$ cat src/hw/sama_defs.vh
// shared constants for the serial converter addressing and sequencing logic
// assumes inclusion by bare name from each design file of this block
`ifndef SAMA_DEFS_VH
`define SAMA_DEFS_VH

// converter variant codes on the variant strap
`define SAMA_VAR_ONE      2'h0
`define SAMA_VAR_TWO      2'h1
`define SAMA_VAR_EIGHT    2'h2

// address word lengths after the start bit, minus one, per variant
`define SAMA_ALEN_TWO     3'h1
`define SAMA_ALEN_EIGHT   3'h3

// field positions in the shifted word of the eight-channel variant
`define SAMA_W8_MODE      3
`define SAMA_W8_ODD       2
`define SAMA_W8_SEL_HI    1
`define SAMA_W8_SEL_LO    0

// field positions in the shifted word of the two-channel variant
`define SAMA_W2_MODE      1
`define SAMA_W2_ODD       0

// conversion length in serial clock periods, and result bit indices
`define SAMA_CONV_BITS    8
`define SAMA_IDX_MSB      3'h7
`define SAMA_IDX_LSB      3'h0
`define SAMA_IDX_STEP     3'h1

// fixed pair of the single-channel variant
`define SAMA_CH_POS_FIXED 3'h0
`define SAMA_CH_NEG_FIXED 3'h1

// reset and idle values
`define SAMA_RES_ZERO     8'h00
`define SAMA_TRIAL_START  8'h80
`define SAMA_WORD_ZERO    4'h0
`define SAMA_CNT_ZERO     3'h0
`define SAMA_CH_ZERO      3'h0

// synchroniser layout: width and reset levels of the pin inputs
`define SAMA_SYNC_W       8
`define SAMA_SYNC_RST     8'h01

// slot of each pin in the synchroniser bus; chip select resets deselected
`define SAMA_SP_CS        0
`define SAMA_SP_SCLK      1
`define SAMA_SP_DIN       2
`define SAMA_SP_COMP      3
`define SAMA_SP_SE_N      4
`define SAMA_SP_NEG_GE    5
`define SAMA_SP_VAR_LO    6
`define SAMA_SP_VAR_HI    7

// lowest result bit as a mask seed
`define SAMA_BIT_ONE      8'h01

`endif

$ cat src/hw/sama_sync.v
// two-flop synchronisers for the pin inputs of the converter sequencer
// assumes inputs are asynchronous to the core clock and change slowly
`timescale 1ns/1ps
`include "sama_defs.vh"

module sama_sync #(
  parameter                 WIDTH     = `SAMA_SYNC_W,
  parameter [WIDTH-1:0]     RESET_VAL = `SAMA_SYNC_RST
) (
  // clock and reset
  input  wire               clk_in,
  input  wire               nrst_in,
  // raw and synchronised levels
  input  wire [WIDTH-1:0]   async_in,
  output wire [WIDTH-1:0]   sync_out
);

  reg  [WIDTH-1:0] stage1;
  reg  [WIDTH-1:0] stage2;

  genvar gi;
  generate
    for (gi = 0; gi < WIDTH; gi = gi + 1) begin : g_bit
      // first stage is read only by the second stage
      always @(posedge clk_in or negedge nrst_in) begin
        if (!nrst_in) begin
          stage1[gi] <= RESET_VAL[gi];
          stage2[gi] <= RESET_VAL[gi];
        end else begin
          stage1[gi] <= async_in[gi];
          stage2[gi] <= stage1[gi];
        end
      end
    end
  endgenerate

  assign sync_out = stage2;

endmodule

$ cat src/hw/sama_mux_decode.v
// decodes the multiplexer assignment word into positive and negative inputs
// takes the word as it stands after the final address bit, not yet latched; purely combinational
`timescale 1ns/1ps
`include "sama_defs.vh"

module sama_mux_decode (
  // configuration
  input  wire [1:0]  variant_in,
  input  wire [3:0]  word_in,
  // selected inputs
  output reg  [2:0]  pos_ch_out,
  output reg  [2:0]  neg_ch_out,
  output reg         neg_common_out
);

  always @* begin
    pos_ch_out     = `SAMA_CH_POS_FIXED;
    neg_ch_out     = `SAMA_CH_NEG_FIXED;
    neg_common_out = 1'b0;
    case (variant_in)
      `SAMA_VAR_EIGHT: begin
        if (word_in[`SAMA_W8_MODE]) begin
          // channel = select * 2 + odd, common pin always negative
          pos_ch_out     = {word_in[`SAMA_W8_SEL_HI], word_in[`SAMA_W8_SEL_LO],
                            word_in[`SAMA_W8_ODD]};
          neg_ch_out     = `SAMA_CH_ZERO;
          neg_common_out = 1'b1;
        end else begin
          // pair index from select, odd bit picks the positive member
          pos_ch_out = {word_in[`SAMA_W8_SEL_HI], word_in[`SAMA_W8_SEL_LO],
                        word_in[`SAMA_W8_ODD]};
          neg_ch_out = {word_in[`SAMA_W8_SEL_HI], word_in[`SAMA_W8_SEL_LO],
                        ~word_in[`SAMA_W8_ODD]};
        end
      end
      `SAMA_VAR_TWO: begin
        pos_ch_out = {2'h0, word_in[`SAMA_W2_ODD]};
        if (word_in[`SAMA_W2_MODE]) begin
          // single-ended against the grounded common
          neg_ch_out     = `SAMA_CH_ZERO;
          neg_common_out = 1'b1;
        end else begin
          // differential on the only pair, either polarity
          neg_ch_out = {2'h0, ~word_in[`SAMA_W2_ODD]};
        end
      end
      default: begin
        // fixed polarity pair, no word used
        pos_ch_out = `SAMA_CH_POS_FIXED;
        neg_ch_out = `SAMA_CH_NEG_FIXED;
      end
    endcase
  end

endmodule

$ cat src/hw/sama_top.v
// serial converter sequencer: start bit, address word, settling, result shift-out
// assumes the host drives chip select, serial clock and data-in as pins, and
// an analog core that compares the selected inputs against TRIAL_CODE_OUT
//
// Overview of operation
// - conversion takes exactly eight serial periods
// - convert selected positive minus selected negative input
// - negative at or above positive gives zero
// - differential only within adjacent even/odd pairs
// - word picks which pair member is positive
// - host shifts word in; latched before converting
// - single-channel variant needs no address word
// - eight-channel single-ended: channel select*2+odd
// - eight-channel differential: select pair, odd polarity
// - two-channel: mode picks single-ended or pair
// - eight-channel single-ended negative is common pin
// - rising edges sample; first one is start
// - half-clock settle, flag high, leading zero out
// - MSB first, then LSB first (not on single-channel), then low; eight-channel with shift enable high holds the LSB
// - chip select high clears everything and reloads the variant from the strap
`timescale 1ns/1ps
`include "sama_defs.vh"

module sama_top (
  // clock and reset
  input  wire        CORE_CLK_IN,
  input  wire        NRST_IN,
  // serial link pins from the host
  input  wire        CHIP_SELECT_N_IN,
  input  wire        SERIAL_CLK_IN,
  input  wire        SERIAL_IN_LINE_IN,
  input  wire        LSB_FIRST_SHIFT_ENABLE_N_IN,
  // serial data out pin, driven while enable is high
  output wire        SERIAL_OUT,
  output wire        SERIAL_OUT_EN_OUT,
  // variant strap
  input  wire [1:0]  MUX_VARIANT_IN,
  // analog core interface
  input  wire        COMPARATOR_IN,
  input  wire        NEG_AT_OR_ABOVE_POS_IN,
  output wire [7:0]  TRIAL_CODE_OUT,
  output wire [2:0]  POS_CHANNEL_OUT,
  output wire [2:0]  NEG_CHANNEL_OUT,
  output wire        COMMON_NEGATIVE_PIN_SEL_OUT,
  output wire        MUX_VALID_OUT,
  // status
  output wire        CONVERSION_ACTIVE_FLAG_OUT,
  output wire [7:0]  RESULT_OUT
);

  localparam [2:0] S_IDLE = 3'h0;
  localparam [2:0] S_ADDR = 3'h1;
  localparam [2:0] S_ZERO = 3'h2;
  localparam [2:0] S_MSB  = 3'h3;
  localparam [2:0] S_LSB  = 3'h4;
  localparam [2:0] S_HOLD = 3'h5;

  // synchronised pin levels
  wire [`SAMA_SYNC_W-1:0] sync_bus;
  wire                    cs_n;
  wire                    sclk;
  wire                    din;
  wire                    comp;
  wire                    se_n;
  wire                    neg_ge;
  wire [1:0]              var_pin;

  // every pin has a named slot, so the bus width cannot drift from the map
  wire [`SAMA_SYNC_W-1:0] pin_bus;

  assign pin_bus[`SAMA_SP_CS]     = CHIP_SELECT_N_IN;
  assign pin_bus[`SAMA_SP_SCLK]   = SERIAL_CLK_IN;
  assign pin_bus[`SAMA_SP_DIN]    = SERIAL_IN_LINE_IN;
  assign pin_bus[`SAMA_SP_COMP]   = COMPARATOR_IN;
  assign pin_bus[`SAMA_SP_SE_N]   = LSB_FIRST_SHIFT_ENABLE_N_IN;
  assign pin_bus[`SAMA_SP_NEG_GE] = NEG_AT_OR_ABOVE_POS_IN;
  assign pin_bus[`SAMA_SP_VAR_HI:`SAMA_SP_VAR_LO] = MUX_VARIANT_IN;

  sama_sync #(
    .WIDTH     (`SAMA_SYNC_W),
    .RESET_VAL (`SAMA_SYNC_RST)
  ) u_sync (
    .clk_in   (CORE_CLK_IN),
    .nrst_in  (NRST_IN),
    .async_in (pin_bus),
    .sync_out (sync_bus)
  );

  assign cs_n    = sync_bus[`SAMA_SP_CS];
  assign sclk    = sync_bus[`SAMA_SP_SCLK];
  assign din     = sync_bus[`SAMA_SP_DIN];
  assign comp    = sync_bus[`SAMA_SP_COMP];
  assign se_n    = sync_bus[`SAMA_SP_SE_N];
  assign neg_ge  = sync_bus[`SAMA_SP_NEG_GE];
  assign var_pin = sync_bus[`SAMA_SP_VAR_HI:`SAMA_SP_VAR_LO];

  // sequencer state
  reg  [2:0]  state;
  reg         sclk_prev;
  reg  [1:0]  variant;
  reg  [3:0]  word;
  reg  [2:0]  addr_cnt;
  reg  [2:0]  idx;
  reg  [7:0]  result;
  reg  [7:0]  trial;
  reg         do_bit;
  reg         do_en;
  reg         active;
  reg         mux_valid;
  reg  [2:0]  pos_ch;
  reg  [2:0]  neg_ch;
  reg         neg_com;

  wire        rise = sclk & ~sclk_prev;
  wire        fall = ~sclk & sclk_prev;
  wire [2:0]  alen = (variant == `SAMA_VAR_EIGHT) ? `SAMA_ALEN_EIGHT : `SAMA_ALEN_TWO;
  wire [3:0]  word_shift = {word[2:0], din};
  wire [2:0]  dec_pos;
  wire [2:0]  dec_neg;
  wire        dec_com;
  wire        cmp_bit;
  wire [7:0]  result_upd;
  wire [2:0]  idx_dn = idx - `SAMA_IDX_STEP;
  wire [2:0]  idx_up = idx + `SAMA_IDX_STEP;

  // decodes the word as it will stand after the final address bit
  sama_mux_decode u_dec (
    .variant_in     (variant),
    .word_in        (word_shift),
    .pos_ch_out     (dec_pos),
    .neg_ch_out     (dec_neg),
    .neg_common_out (dec_com)
  );

  // one-hot mask of a result bit position
  function [7:0] bit_mask;
    input [2:0] pos;
    begin
      bit_mask = `SAMA_BIT_ONE << pos;
    end
  endfunction

  // strap codes other than two and eight channels behave as the single-channel part
  function is_single;
    input [1:0] var_code;
    begin
      is_single = (var_code != `SAMA_VAR_TWO) && (var_code != `SAMA_VAR_EIGHT);
    end
  endfunction

  // LSB-first bit advances always on the two-channel part, and on the
  // eight-channel part only while shift enable is held low
  function lsb_advance;
    input [1:0] var_code;
    input       shift_en_n;
    begin
      lsb_advance = (var_code == `SAMA_VAR_TWO) || !shift_en_n;
    end
  endfunction

  // comparator says positive input above ladder; forced low when inverted
  assign cmp_bit    = comp & ~neg_ge;
  assign result_upd = cmp_bit ? (result | bit_mask(idx)) : (result & ~bit_mask(idx));

  // edge detect reads the second synchroniser stage only; a clock parked low
  // between bits simply produces no edge, which is why it may stop there
  always @(posedge CORE_CLK_IN or negedge NRST_IN) begin
    if (!NRST_IN) begin
      sclk_prev <= 1'b0;
    end else begin
      sclk_prev <= sclk;
    end
  end

  always @(posedge CORE_CLK_IN or negedge NRST_IN) begin
    if (!NRST_IN) begin
      state     <= S_IDLE;
      variant   <= `SAMA_VAR_ONE;
      word      <= `SAMA_WORD_ZERO;
      addr_cnt  <= `SAMA_CNT_ZERO;
      idx       <= `SAMA_IDX_MSB;
      result    <= `SAMA_RES_ZERO;
      trial     <= `SAMA_TRIAL_START;
      do_bit    <= 1'b0;
      do_en     <= 1'b0;
      active    <= 1'b0;
      mux_valid <= 1'b0;
      pos_ch    <= `SAMA_CH_ZERO;
      neg_ch    <= `SAMA_CH_ZERO;
      neg_com   <= 1'b0;
    end else if (cs_n) begin
      // deselected: clear all, reload variant from the strap; next conversion needs a fresh select and word
      state     <= S_IDLE;
      variant   <= var_pin;
      word      <= `SAMA_WORD_ZERO;
      addr_cnt  <= `SAMA_CNT_ZERO;
      idx       <= `SAMA_IDX_MSB;
      result    <= `SAMA_RES_ZERO;
      trial     <= `SAMA_TRIAL_START;
      do_bit    <= 1'b0;
      do_en     <= 1'b0;
      active    <= 1'b0;
      mux_valid <= 1'b0;
      pos_ch    <= `SAMA_CH_ZERO;
      neg_ch    <= `SAMA_CH_ZERO;
      neg_com   <= 1'b0;
    end else begin
      case (state)
        S_IDLE: begin
          if (rise) begin
            if (is_single(variant)) begin
              // no start bit or word: fixed pair, settle from the first edge
              pos_ch    <= `SAMA_CH_POS_FIXED;
              neg_ch    <= `SAMA_CH_NEG_FIXED;
              neg_com   <= 1'b0;
              mux_valid <= 1'b1;
              active    <= 1'b1;
              state     <= S_ZERO;
            end else if (din) begin
              // leading zeros ignored, first one is the start bit
              state    <= S_ADDR;
              addr_cnt <= `SAMA_CNT_ZERO;
            end
          end
        end
        S_ADDR: begin
          if (rise) begin
            // word bits shift in on rising edges
            word     <= word_shift;
            addr_cnt <= addr_cnt + `SAMA_IDX_STEP;
            if (addr_cnt == alen) begin
              // configuration latched before conversion; flag up for settling
              pos_ch    <= dec_pos;
              neg_ch    <= dec_neg;
              neg_com   <= dec_com;
              mux_valid <= 1'b1;
              active    <= 1'b1;
              state     <= S_ZERO;
            end
          end
        end
        S_ZERO: begin
          // data-in no longer looked at; leading zero leaves on this falling edge
          if (fall) begin
            do_en  <= 1'b1;
            do_bit <= 1'b0;
            idx    <= `SAMA_IDX_MSB;
            trial  <= `SAMA_TRIAL_START;
            state  <= S_MSB;
          end
        end
        S_MSB: begin
          // one result bit per falling edge, MSB first, eight periods total
          if (fall) begin
            result <= result_upd;
            do_bit <= cmp_bit;
            if (idx == `SAMA_IDX_LSB) begin
              trial <= result_upd;
              state <= S_LSB;
            end else begin
              trial <= result_upd | bit_mask(idx_dn);
              idx   <= idx_dn;
            end
          end
        end
        S_LSB: begin
          // flag drops half a period after the last MSB-first bit
          if (rise) begin
            active <= 1'b0;
          end
          if (fall) begin
            if (is_single(variant) || idx == `SAMA_IDX_MSB) begin
              // single-channel variant has no LSB-first stream
              do_bit <= 1'b0;
              state  <= S_HOLD;
            end else if (lsb_advance(variant, se_n)) begin
              // LSB-first repeat; on the eight-channel part gated by shift enable
              do_bit <= result[idx_up];
              idx    <= idx_up;
            end
          end
        end
        S_HOLD: begin
          // data-out stays low until deselect
          do_bit <= 1'b0;
        end
        default: begin
          state <= S_IDLE;
        end
      endcase
    end
  end

  assign SERIAL_OUT                  = do_bit;
  assign SERIAL_OUT_EN_OUT           = do_en;
  assign TRIAL_CODE_OUT              = trial;
  assign POS_CHANNEL_OUT             = pos_ch;
  assign NEG_CHANNEL_OUT             = neg_ch;
  assign COMMON_NEGATIVE_PIN_SEL_OUT = neg_com;
  assign MUX_VALID_OUT               = mux_valid;
  assign CONVERSION_ACTIVE_FLAG_OUT  = active;
  assign RESULT_OUT                  = result;

endmodule

$ cat config.mk
export PLATFORM = sky130hd
export DESIGN_NAME = sama_top
export DESIGN_NICKNAME = d
export VERILOG_FILES = /design/src/hw/sama_sync.v /design/src/hw/sama_mux_decode.v /design/src/hw/sama_top.v
export VERILOG_INCLUDE_DIRS = /design/src /design/src/hw
export SDC_FILE = /design/constraint.sdc
export NUM_CORES = 1
export LEC_CHECK = 0
export BUFFER_PORTS_ARGS = -buffer_cell sky130_fd_sc_hd__buf_2
export CORE_ASPECT_RATIO = 1.2
export CORE_MARGIN = 2
export CORE_UTILIZATION = 35
export DETAILED_ROUTE_END_ITERATION = 16
export GPL_TIMING_DRIVEN = 0
export PLACE_DENSITY_LB_ADDON = 0.25
export SYNTH_ARGS = -nofsm -noshare
export SYNTH_HDL_FRONTEND = slang
export SYNTH_SLANG_ARGS = --single-unit
$ cat constraint.sdc
create_clock -name CORE_CLK_IN -period 2.8 [get_ports CORE_CLK_IN]
set_input_delay 0.14 -clock CORE_CLK_IN [delete_from_list [all_inputs] [get_ports CORE_CLK_IN]]
set_output_delay 0.14 -clock CORE_CLK_IN [all_outputs]
set_load 0.03 [all_outputs]
; ---- Word level (Yosys, flattened, before mapping)
; Index checks and enable logic that the tools add are counted.
[word_totals]
in_bits = 10
wordCells = 189
out_inout_bits = 27
register_bits = 58
[op_classes]
n_lt_le_gt_ge = 1
reduce_logical = 26
mux = 85
shift = 2
n_eq_ne = 29
bitwise_logic = 12
addsub = 3
[op_table]
columns = operator, n
row1 = $mux W3, 37
row2 = $mux W8, 8
row3 = $ne A3 B2 Y1 const B, 14
row4 = $pmux W3 S2, 5
row5 = $mux W1, 25
row6 = $pmux W3 S6, 1
row7 = $or A8 B8 Y8, 2
row8 = $pmux W8 S2, 1
row9 = $shl A1 B3 Y8 const A, 2
row10 = $reduce_and A5 Y1, 3
row11 = $reduce_and A10 Y1, 1
row12 = $reduce_bool A2 Y1, 5
row13 = $eq A3 B3 Y1 const B, 3
row14 = $pmux W3 S3, 1
row15 = $and A8 B8 Y8, 1
row16 = $not A8 Y8, 1
row17 = $reduce_bool A4 Y1, 2
row18 = $reduce_and A7 Y1, 1
row19 = $add A3 B1 Y3 const B, 2
row20 = $eq A3 B2 Y1 const B, 2
row21 = $logic_not A3 Y1, 2
row22 = $pmux W1 S2, 3
row23 = $reduce_and A2 Y1, 3
row24 = $reduce_and A6 Y1, 1
row25 = 23 further kinds, 32

; ---- Longest topological paths before layout
; Gate-level depths: netlist of the first run.
[depth]
depth_word = 9
mapped_depth = 8
depth_no_buf = 6

; ---- By module
; From an unflattened synthesis of the first run, not the netlist that was laid out.
[hier_totals]
cells_unflattened = 290
hier_area_um2 = 2965.3
[by_module_without_submodules]
columns = mod, area_each_um2, seq_area_each_um2, n_inst, cells_per_inst
row1 = sama_top, 2444.8, 1056.0, 1, 258
row2 = sama_sync, 402.9, 402.9, 1, 16
row3 = sama_mux_decode, 117.6, 0.0, 1, 16

; ---- Least setup slack after synthesis of the first run
; No wires, ideal clock.
[synth_path]
path_kind = register to register
from = register idx[0]
to = register idx[0]
setup_time_ns = 0.082
path_slack_ns = 0.529
arrival_time_ns = 2.189
required_ns = 2.718
stages_incl_launch_ff = 8
path_buffers = 2
cell_sequence = dfstp_2 > clkbuf_1 > inv_1 > ha_1 > clkbuf_1 > nor2b_1 > a221oi_2 > mux2_2
[synth_via]
elab_chain_len = 6
elab_cells_between_ends = 15
[synth_rtl]
columns = element, line_no
row1 = start: declaration, sama_top.v:103  ; reg [2:0] idx;
row2 = start signal: assignment, sama_top.v:181  ; idx <= `SAMA_IDX_MSB;
row3 = start signal: assignment, sama_top.v:197  ; idx <= `SAMA_IDX_MSB;
row4 = start signal: assignment, sama_top.v:247  ; idx <= `SAMA_IDX_MSB;
row5 = $add A3 B1 Y3 (no line), -
row6 = $mux W3, sama_top.v:276  ; end else if (lsb_advance(variant, se_n)) begin
row7 = $mux W3, sama_top.v:272  ; if (is_single(variant) || idx == `SAMA_IDX_MSB) begin
row8 = $mux W3, sama_top.v:271  ; if (fall) begin
row9 = $pmux W3 S3, sama_top.v:208  ; case (state)
row10 = $mux W3, sama_top.v:191  ; end else if (cs_n) begin
; Several ways; a longest one is shown, not always the timed one. The select of a mux whose other input is x is not followed.
; A chain may end at the register's enable or synchronous reset.

; ---- Worst setup path after layout of the first run
[layout_path]
from = register idx[0]
to = register idx[1]
; Same word-level chain as after synthesis.

==> results of run 1 <==
cells by family (layout without fill, tap and decap cells):
family          Yosys count  in the layout  synth area share, %
mux                      12             12                 4.42
xor+xnor                  2              2                0.573
buf+inv                  33             93                 4.62
flops                    58             58                 47.7
compound gates           89             89                 21.9
fa+ha+maj                11             11                 4.50
simple gates             87             87                 16.3
power by group:
| part | switching, W | total [W] | leakage, nW | internal, W |
|---|---|---|---|---|
| clock | 0.000348 | 0.000806 | 0.0986 | 0.000458 |
| combinational | 0.000417 | 0.000694 | 0.845 | 0.000277 |
| sequential | 0.0000592 | 0.000963 | 0.742 | 0.000904 |
placed cells by master, fill, tap and decap left out, types with 5 or more instances in the layout:
cell type / n
clkbuf_1: 7
a21oi_1: 10
dfrtp_1: 52
o21ai_0: 16
nor3_1: 6
clkbuf_8: 11
a22o_1: 9
inv_1: 17
ha_1: 11
nor2_1: 16
nor2b_1: 11
dfstp_2: 6
a211oi_1: 5
nand2_1: 19
buf_2: 40
mux2_2: 8
a21o_1: 6
nand3_1: 8
nand2b_1: 10
dlygate4sd3_1: 9
routing by layer:
metal | track usage (%) | vias up | part of all wire [%]
met4 | 8.10 | 0 | 2.3
met2 | 26.7 | 62 | 48
met5 | 0 | - | 0
met1 | 21.9 | 1251 | 45
met3 | 4.27 | 15 | 4.4
li1 | - | 1183 | -
worst paths after layout:
path / startpoint / end / slack [ns] / depth (start not counted)
worst max-delay path: idx[0]$_DFFE_PN1P_ / idx[1]$_DFFE_PN1P_ / 0.46 / 6
worst min register to register: u_sync.stage1[5]$_DFF_PN0_ / u_sync.sync_out[5]$_DFF_PN0_ / 0.35 / 0
max in group asynchronous: NRST_IN / u_sync.sync_out[2]$_DFF_PN0_ / 1.92 / 2
worst max register to register: idx[0]$_DFFE_PN1P_ / idx[1]$_DFFE_PN1P_ / 0.46 / 6
worst min-delay path: u_sync.stage1[5]$_DFF_PN0_ / u_sync.sync_out[5]$_DFF_PN0_ / 0.35 / 0
min in group asynchronous: NRST_IN / RESULT_OUT[3]$_DFFE_PN0P_ / 0.40 / 2
state kept, by name, summed over array words and instances, names as in the netlist, 2 cells and up:
register,flops
word,3
TRIAL_CODE_OUT,8
state,3
POS_CHANNEL_OUT,3
idx,3
u_sync.stage1,8
addr_cnt,3
u_sync.sync_out,8
NEG_CHANNEL_OUT,3
variant,2
RESULT_OUT,8
what timing repair did:
item	CTS	global route
hold buffers	8	1
hold endpoints to repair	8	52
setup endpoints to repair	0	2
through the flow:
step / instance area, um^2 / hold slack [ns] / total power, W / std cells / util (%)
CTS: 3670 / 0.132 / 0.00248 / 469 / 43.1
detailed placement: 3390 / 0.246 / 0.00166 / 445 / 39.7
global route: 3680 / 0.361 / 0.00262 / 469 / 43.2
finish: 3680 / 0.348 / 0.00246 / 469 / 43.2
floorplan: 3060 / -0.156 / 0.00149 / 292 / -
global placement: 3390 / 0.247 / 0.00166 / 445 / 39.7
final cells by class:
cell class | count | area [um^2]
inverters | 17 | 63.8
well taps | 117 | 146
plain buffers | 15 | 73.8
repair buffers | 45 | 273
multi-input cells | 201 | 1460
fillers | 867 | 4840
clock buffers | 12 | 155
flip-flops and latches | 58 | 1460
clock inverters | 4 | 50.0
==> results.md, run 1 <==
- Status: finished clean
- Total CTS buffers: 9
- Crit end category: register
- Total wire length after detailed routing: 7310 um
- Fin. max-slew vios: 0
- Row count: 37
- CTS tree: built
- Drt pass-1 iters: 4
- Port Buf Inserts: 36
- Max Cap Violations: 0
- Synth Instances: 292
- CP Data Required Time: 3.07 ns
- Ys Warns: 0
- DR WL/cell: 15.6 um
- Drc violations: 0
- Initial core utilization: 35.9%
- CP max FO: 11
- Post-CTS setup buffers: 0
- Clock slew at reported path FFs: 0.07 ns
- Largest area contributor in the netlist: dfrtp_1
- Crit Path Class: reg2reg
- Pre-CTS setup slack: 0.165 ns
- Synth Flop Type: dfrtp_1
- Max rail drop VDD: 0.393 mV
- Via density: 5.35
- N_diodes: 0
- Final setup fails: 0
- Clock Tree Buf Depth: 2
- Slew HR: 51.0%
- Die area: 9510 um^2
- Die width: 89.3 um
- Share of cells above drive strength 1: 23.9%
- H-Tree Depth: 3
- Die H: 106 um
- CP max stage cell: dfstp_2
- FMAX: 427 MHz
- First-pass GRT wire length: 12,600 um
- PostCTS Resize Cnt: 0
- Sink Count: 58
- All-Layer GR Usage: 17.1%
- Setup TNS: 0 ns
- Largest net degree at the start of global routing: 59
- #FFs+latches synth: 58
- Post-synth top area share: 42.5%
- Synth area leaders: dfrtp_1 43%, dfstp_2 5.2%, ha_1 4.5%
- Nets: 368
- Sum of buffers and inverters on the critical path: 2
- Clk root buf: clkbuf_8
- DP HPWL: 5080 um
- Area grow syn2layout: 20.3%
- Fin crit period: 2.34 ns
- Area of the core: 8520 um^2
- Number of synthesized flops with an enable pin: 0
- RSZ-0062 raised after global routing: false
- Worst-Margin Slew: 0.736 ns
- Worst-Skew Late Latency: 0.35 ns
- Vias in the first global route: 2,630
- Slowest Stage Delay on Critical Path: 0.67 ns
- Synth cell types: 59
- Initial antenna violation count: 0
- Synth Cell Area: 3060 um^2
- Pwr dens: 669 nW/um^2
- Clock Skews: 0.00844 ns
- Final worst setup slack: 0.456 ns
- Ports: 37
- Most common cell in the netlist: dfrtp_1
- Register area share after synthesis: 47.7%
- Delay-heaviest family, CP: flip-flops
- Overflow after GRT: 0
- Vias: 2,511
- Final Hold Viols: 0
- WP data arrival: 2.62 ns
- Worst setup SP type: register
- Crit-path cells: inv_1, ha_1, clkbuf_1, nor2b_1, a221oi_2, mux2_2
- Drt initial violations: 126
- Syn Area/Cell: 10.5 um^2
- Final Cycle Share: 83.7%
- Leakage power: 1.69 nW
- Hold crit path type: reg2reg
- Async SR Flop Fraction: 100%
- Top cell types by occurrence after synthesis: 52 x dfrtp_1, 19 x nand2_1, 17 x inv_1
- Net Count, Synth: 313
- Global placement routability congestion: 0.869
- Antenna-violating nets left: 0
No activity file was read; power rests on OpenSTA's default activity.
==> run 2, diff against run 1 <==
clock period = 2.4 ns   (was 2.8 ns; I/O delays follow)
==> run 2 against run 1 <==
Against the previous run: sequential share of layout area shrank 0.16 points; via count grew 0.40%; routed wire length grew 0.59%; combinational power grew 20%; critical path depth is the same; critical path type unchanged; largest cell class unchanged; largest power group unchanged.
==> results.md, run 2 (synthesis gave the netlist of run 1 again) <==
- Status: finished clean
- Fin. max-slew vios: 0 (unchanged)
- Total CTS buffers: 9 (unchanged)
- Clk network pwr share: 32.6% (about the same)
- H-Tree Depth: 3 (unchanged)
- Fin area: 3690 um^2 (+0.41%)
- Initial antenna violation count: 0 (unchanged)
- DP HPWL: 5080 um (unchanged)
- FMAX: 450 MHz (+5.4%)
- Die H: 106 um (unchanged)
- Vias in the first global route: 2,630 (unchanged)
- Die width: 89.3 um (unchanged)
- Slowest Stage Delay on Critical Path: 0.40 ns (-0.27 ns)
- Leakage power: 1.69 nW (+0.50%)
- Hold crit path type: reg2reg
- Pwr dens: 781 nW/um^2 (+17%)
- # placed instances: 445 (unchanged)
- CTS tree: built
- Placed cell area: 3390 um^2 (unchanged)
- Largest net degree at the start of global routing: 59 (unchanged)
- WP data arrival: 2.49 ns (-0.13 ns)
- WHS: 0.348 ns (-0.0000530 ns)
- Metal3 WL: 345 um (+8.2%)
- Global placement routability congestion: 0.869 (unchanged)
- Clk root buf: clkbuf_8
- Row count: 37 (unchanged)
- Clock Tree Buf Depth: 2 (unchanged)
- Reg2Reg Capture Point: idx[1]$_DFFE_PN1P_
- Delay-heaviest family, CP: compound AO/OA/AOI/OAI gates
- Die area: 9510 um^2 (unchanged)
- CP Data Required Time: 2.67 ns (-0.40 ns)
- Area grow syn2layout: 20.8%
- Sink Count: 58 (unchanged)
- Slew HR: 51.2% (+0.22 points)
- Sw Share: 33.5% (about the same)
- Area of the core: 8520 um^2 (unchanged)
- Crit end category: register
- DR WL/cell: 15.6 um (+0.16%)
- Share of cells above drive strength 1: 24.3% (+0.43 points)
- Drt pass-1 iters: 4 (unchanged)
- Worst Reg-to-Reg Cells: 6 (unchanged)
- Clock Skews: 0.00810 ns (-0.000344 ns)
- First-pass GRT wire length: 12,500 um (-0.45%)
- Worst-Skew Late Latency: 0.35 ns (about the same)
- Final setup fails: 0 (unchanged)
- Overflow after GRT: 0 (unchanged)
- Post-layout util: 43.4% (+0.18 points)
- Max Cap Violations: 0 (unchanged)
- Hold Startpoint: u_sync.stage1[5]$_DFF_PN0_
- N_diodes: 0 (unchanged)
- Port Buf Inserts: 36 (unchanged)
- Max rail drop VDD: 0.459 mV (+17%)
- Top sig layer: met4
- CP max FO: 6 (-5)
- All-Layer GR Usage: 17.0% (-0.079 points)
- Crit-path cells: ha_1, ha_1, nor3_1, a31oi_1, a221oi_2, mux2_2
- Filler cells: 866 (-0.12%)
- Via density: 5.35 (about the same)
- Crit Reg-Reg Startpoint: idx[0]$_DFFE_PN1P_
- Antenna-violating nets left: 0 (unchanged)
- Most frequent cells in the layout: 52 x dfrtp_1, 40 x buf_2, 19 x nand2_1, 17 x inv_1
- Final Hold Viols: 0 (unchanged)
- Most frequent cell on the critical path: ha_1
- Drc violations: 0 (unchanged)
- Reg2reg setup slack: 0.18 ns (-0.28 ns)
- Hold worst-path end: u_sync.sync_out[5]$_DFF_PN0_
- Routed wl met2: 3460 um (-1.2%)
- Hold path depth: 0 (unchanged)
- M1 WL: 3370 um (+1.6%)
- Finished Layout Cells: 471 (+0.43%)
- Ports: 37 (unchanged)
- Worst setup SP type: register
- Sum of buffers and inverters on the critical path: 0 (-2)
- RSZ-0062 raised after global routing: false
- Most common cell after layout, fill and taps aside: dfrtp_1
- Vias: 2,521 (+0.40%)
- Nets: 370 (+0.54%)
- Clock slew at reported path FFs: 0.07 ns (about the same)
- Fin crit period: 2.22 ns (-0.120 ns)
- Worst-Margin Slew: 0.732 ns (-0.00330 ns)
- Drt initial violations: 123 (-2.4%)
- Initial core utilization: 35.9% (unchanged)
- Final Cycle Share: 92.7% (+9.0 points)
- P_int: 0.00192 W (+17%)
- Combinational power share: 28.8% (+0.6 points)
- P_sw: 0.000966 W (+17%)
- PostCTS Resize Cnt: 0 (unchanged)
- Seq pwr share: 38.6% (-0.5 points)
- CP max stage cell: dfstp_2
- Total wire length after detailed routing: 7350 um (+0.59%)
- Crit Path Class: reg2reg
## run 2: changes by cell type in the layout (fill, tap and decap cells not counted), sizes merged
cell and delta:
buf +2
## run 2: final cells by class
cell class	instances	area [um^2]	share of cell area [%]
inverter	17	63.8	1.73
clock buffer	12	155	4.20
timing repair buffer	47	288	7.79
tap	117	146	3.96
multi-input combinational	201	1460	39.5
sequential	58	1460	39.5
buffer	15	73.8	2.00
clock inverter	4	50.0	1.35
## run 2: worst max-delay path by stage
stage	start	to	cells past startpoint
4_1_cts	idx[0]$_DFFE_PN1P_	idx[0]$_DFFE_PN1P_	6
3_3_place_gp	idx[0]$_DFFE_PN1P_	idx[0]$_DFFE_PN1P_	7
3_5_place_dp	idx[0]$_DFFE_PN1P_	idx[2]$_DFFE_PN1P_	7
5_1_grt	idx[0]$_DFFE_PN1P_	idx[0]$_DFFE_PN1P_	6
6_report	idx[0]$_DFFE_PN1P_	idx[1]$_DFFE_PN1P_	6
2_1_floorplan	idx[0]$_DFFE_PN1P_	idx[0]$_DFFE_PN1P_	7
## run 2: timing repair
action                     CTS  global route
hold endpoints to repair     8            52
hold buffers                 8             1
setup endpoints to repair    6             3
buffers inserted             0             2
gates cloned                 0             0
pin swaps                    0             1
## run 2: layer usage
layer / up-vias / track usage (%)
met1: 1247 / 21.7
li1: 1188 / -
met4: 0 / 8.10
met3: 17 / 4.27
met5: - / 0
met2: 69 / 26.6
## run 2: per-stage QoR
step / total power [W] / worst slack, ns / TNS (ns)
finish: 0.00289 / 0.176 / 0
global route: 0.00306 / 0.0798 / 0
CTS: 0.00290 / 0.0645 / 0
detailed placement: 0.00194 / -0.235 / -0.800
global placement: 0.00193 / -0.162 / -0.479
floorplan: 0.00173 / 0.129 / 0
## run 2: worst reg2reg max path: cells and delay by family (launching register included)
family	cells	cell delay [ns]
compound gates	2	0.55
flops	1	0.40
fa+ha+maj	2	0.49
simple gates	1	0.34
mux	1	0.38
## run 2: power groups by stage
stage	clock [W]	sequential [W]	combinational [W]
after global placement	0	0.00113	0.000802
final	0.000940	0.00112	0.000831
after CTS	0.000962	0.00112	0.000810
after detailed placement	0	0.00113	0.000807
after global routing	0.00101	0.00113	0.000923
after floorplan	0	0.00116	0.000575
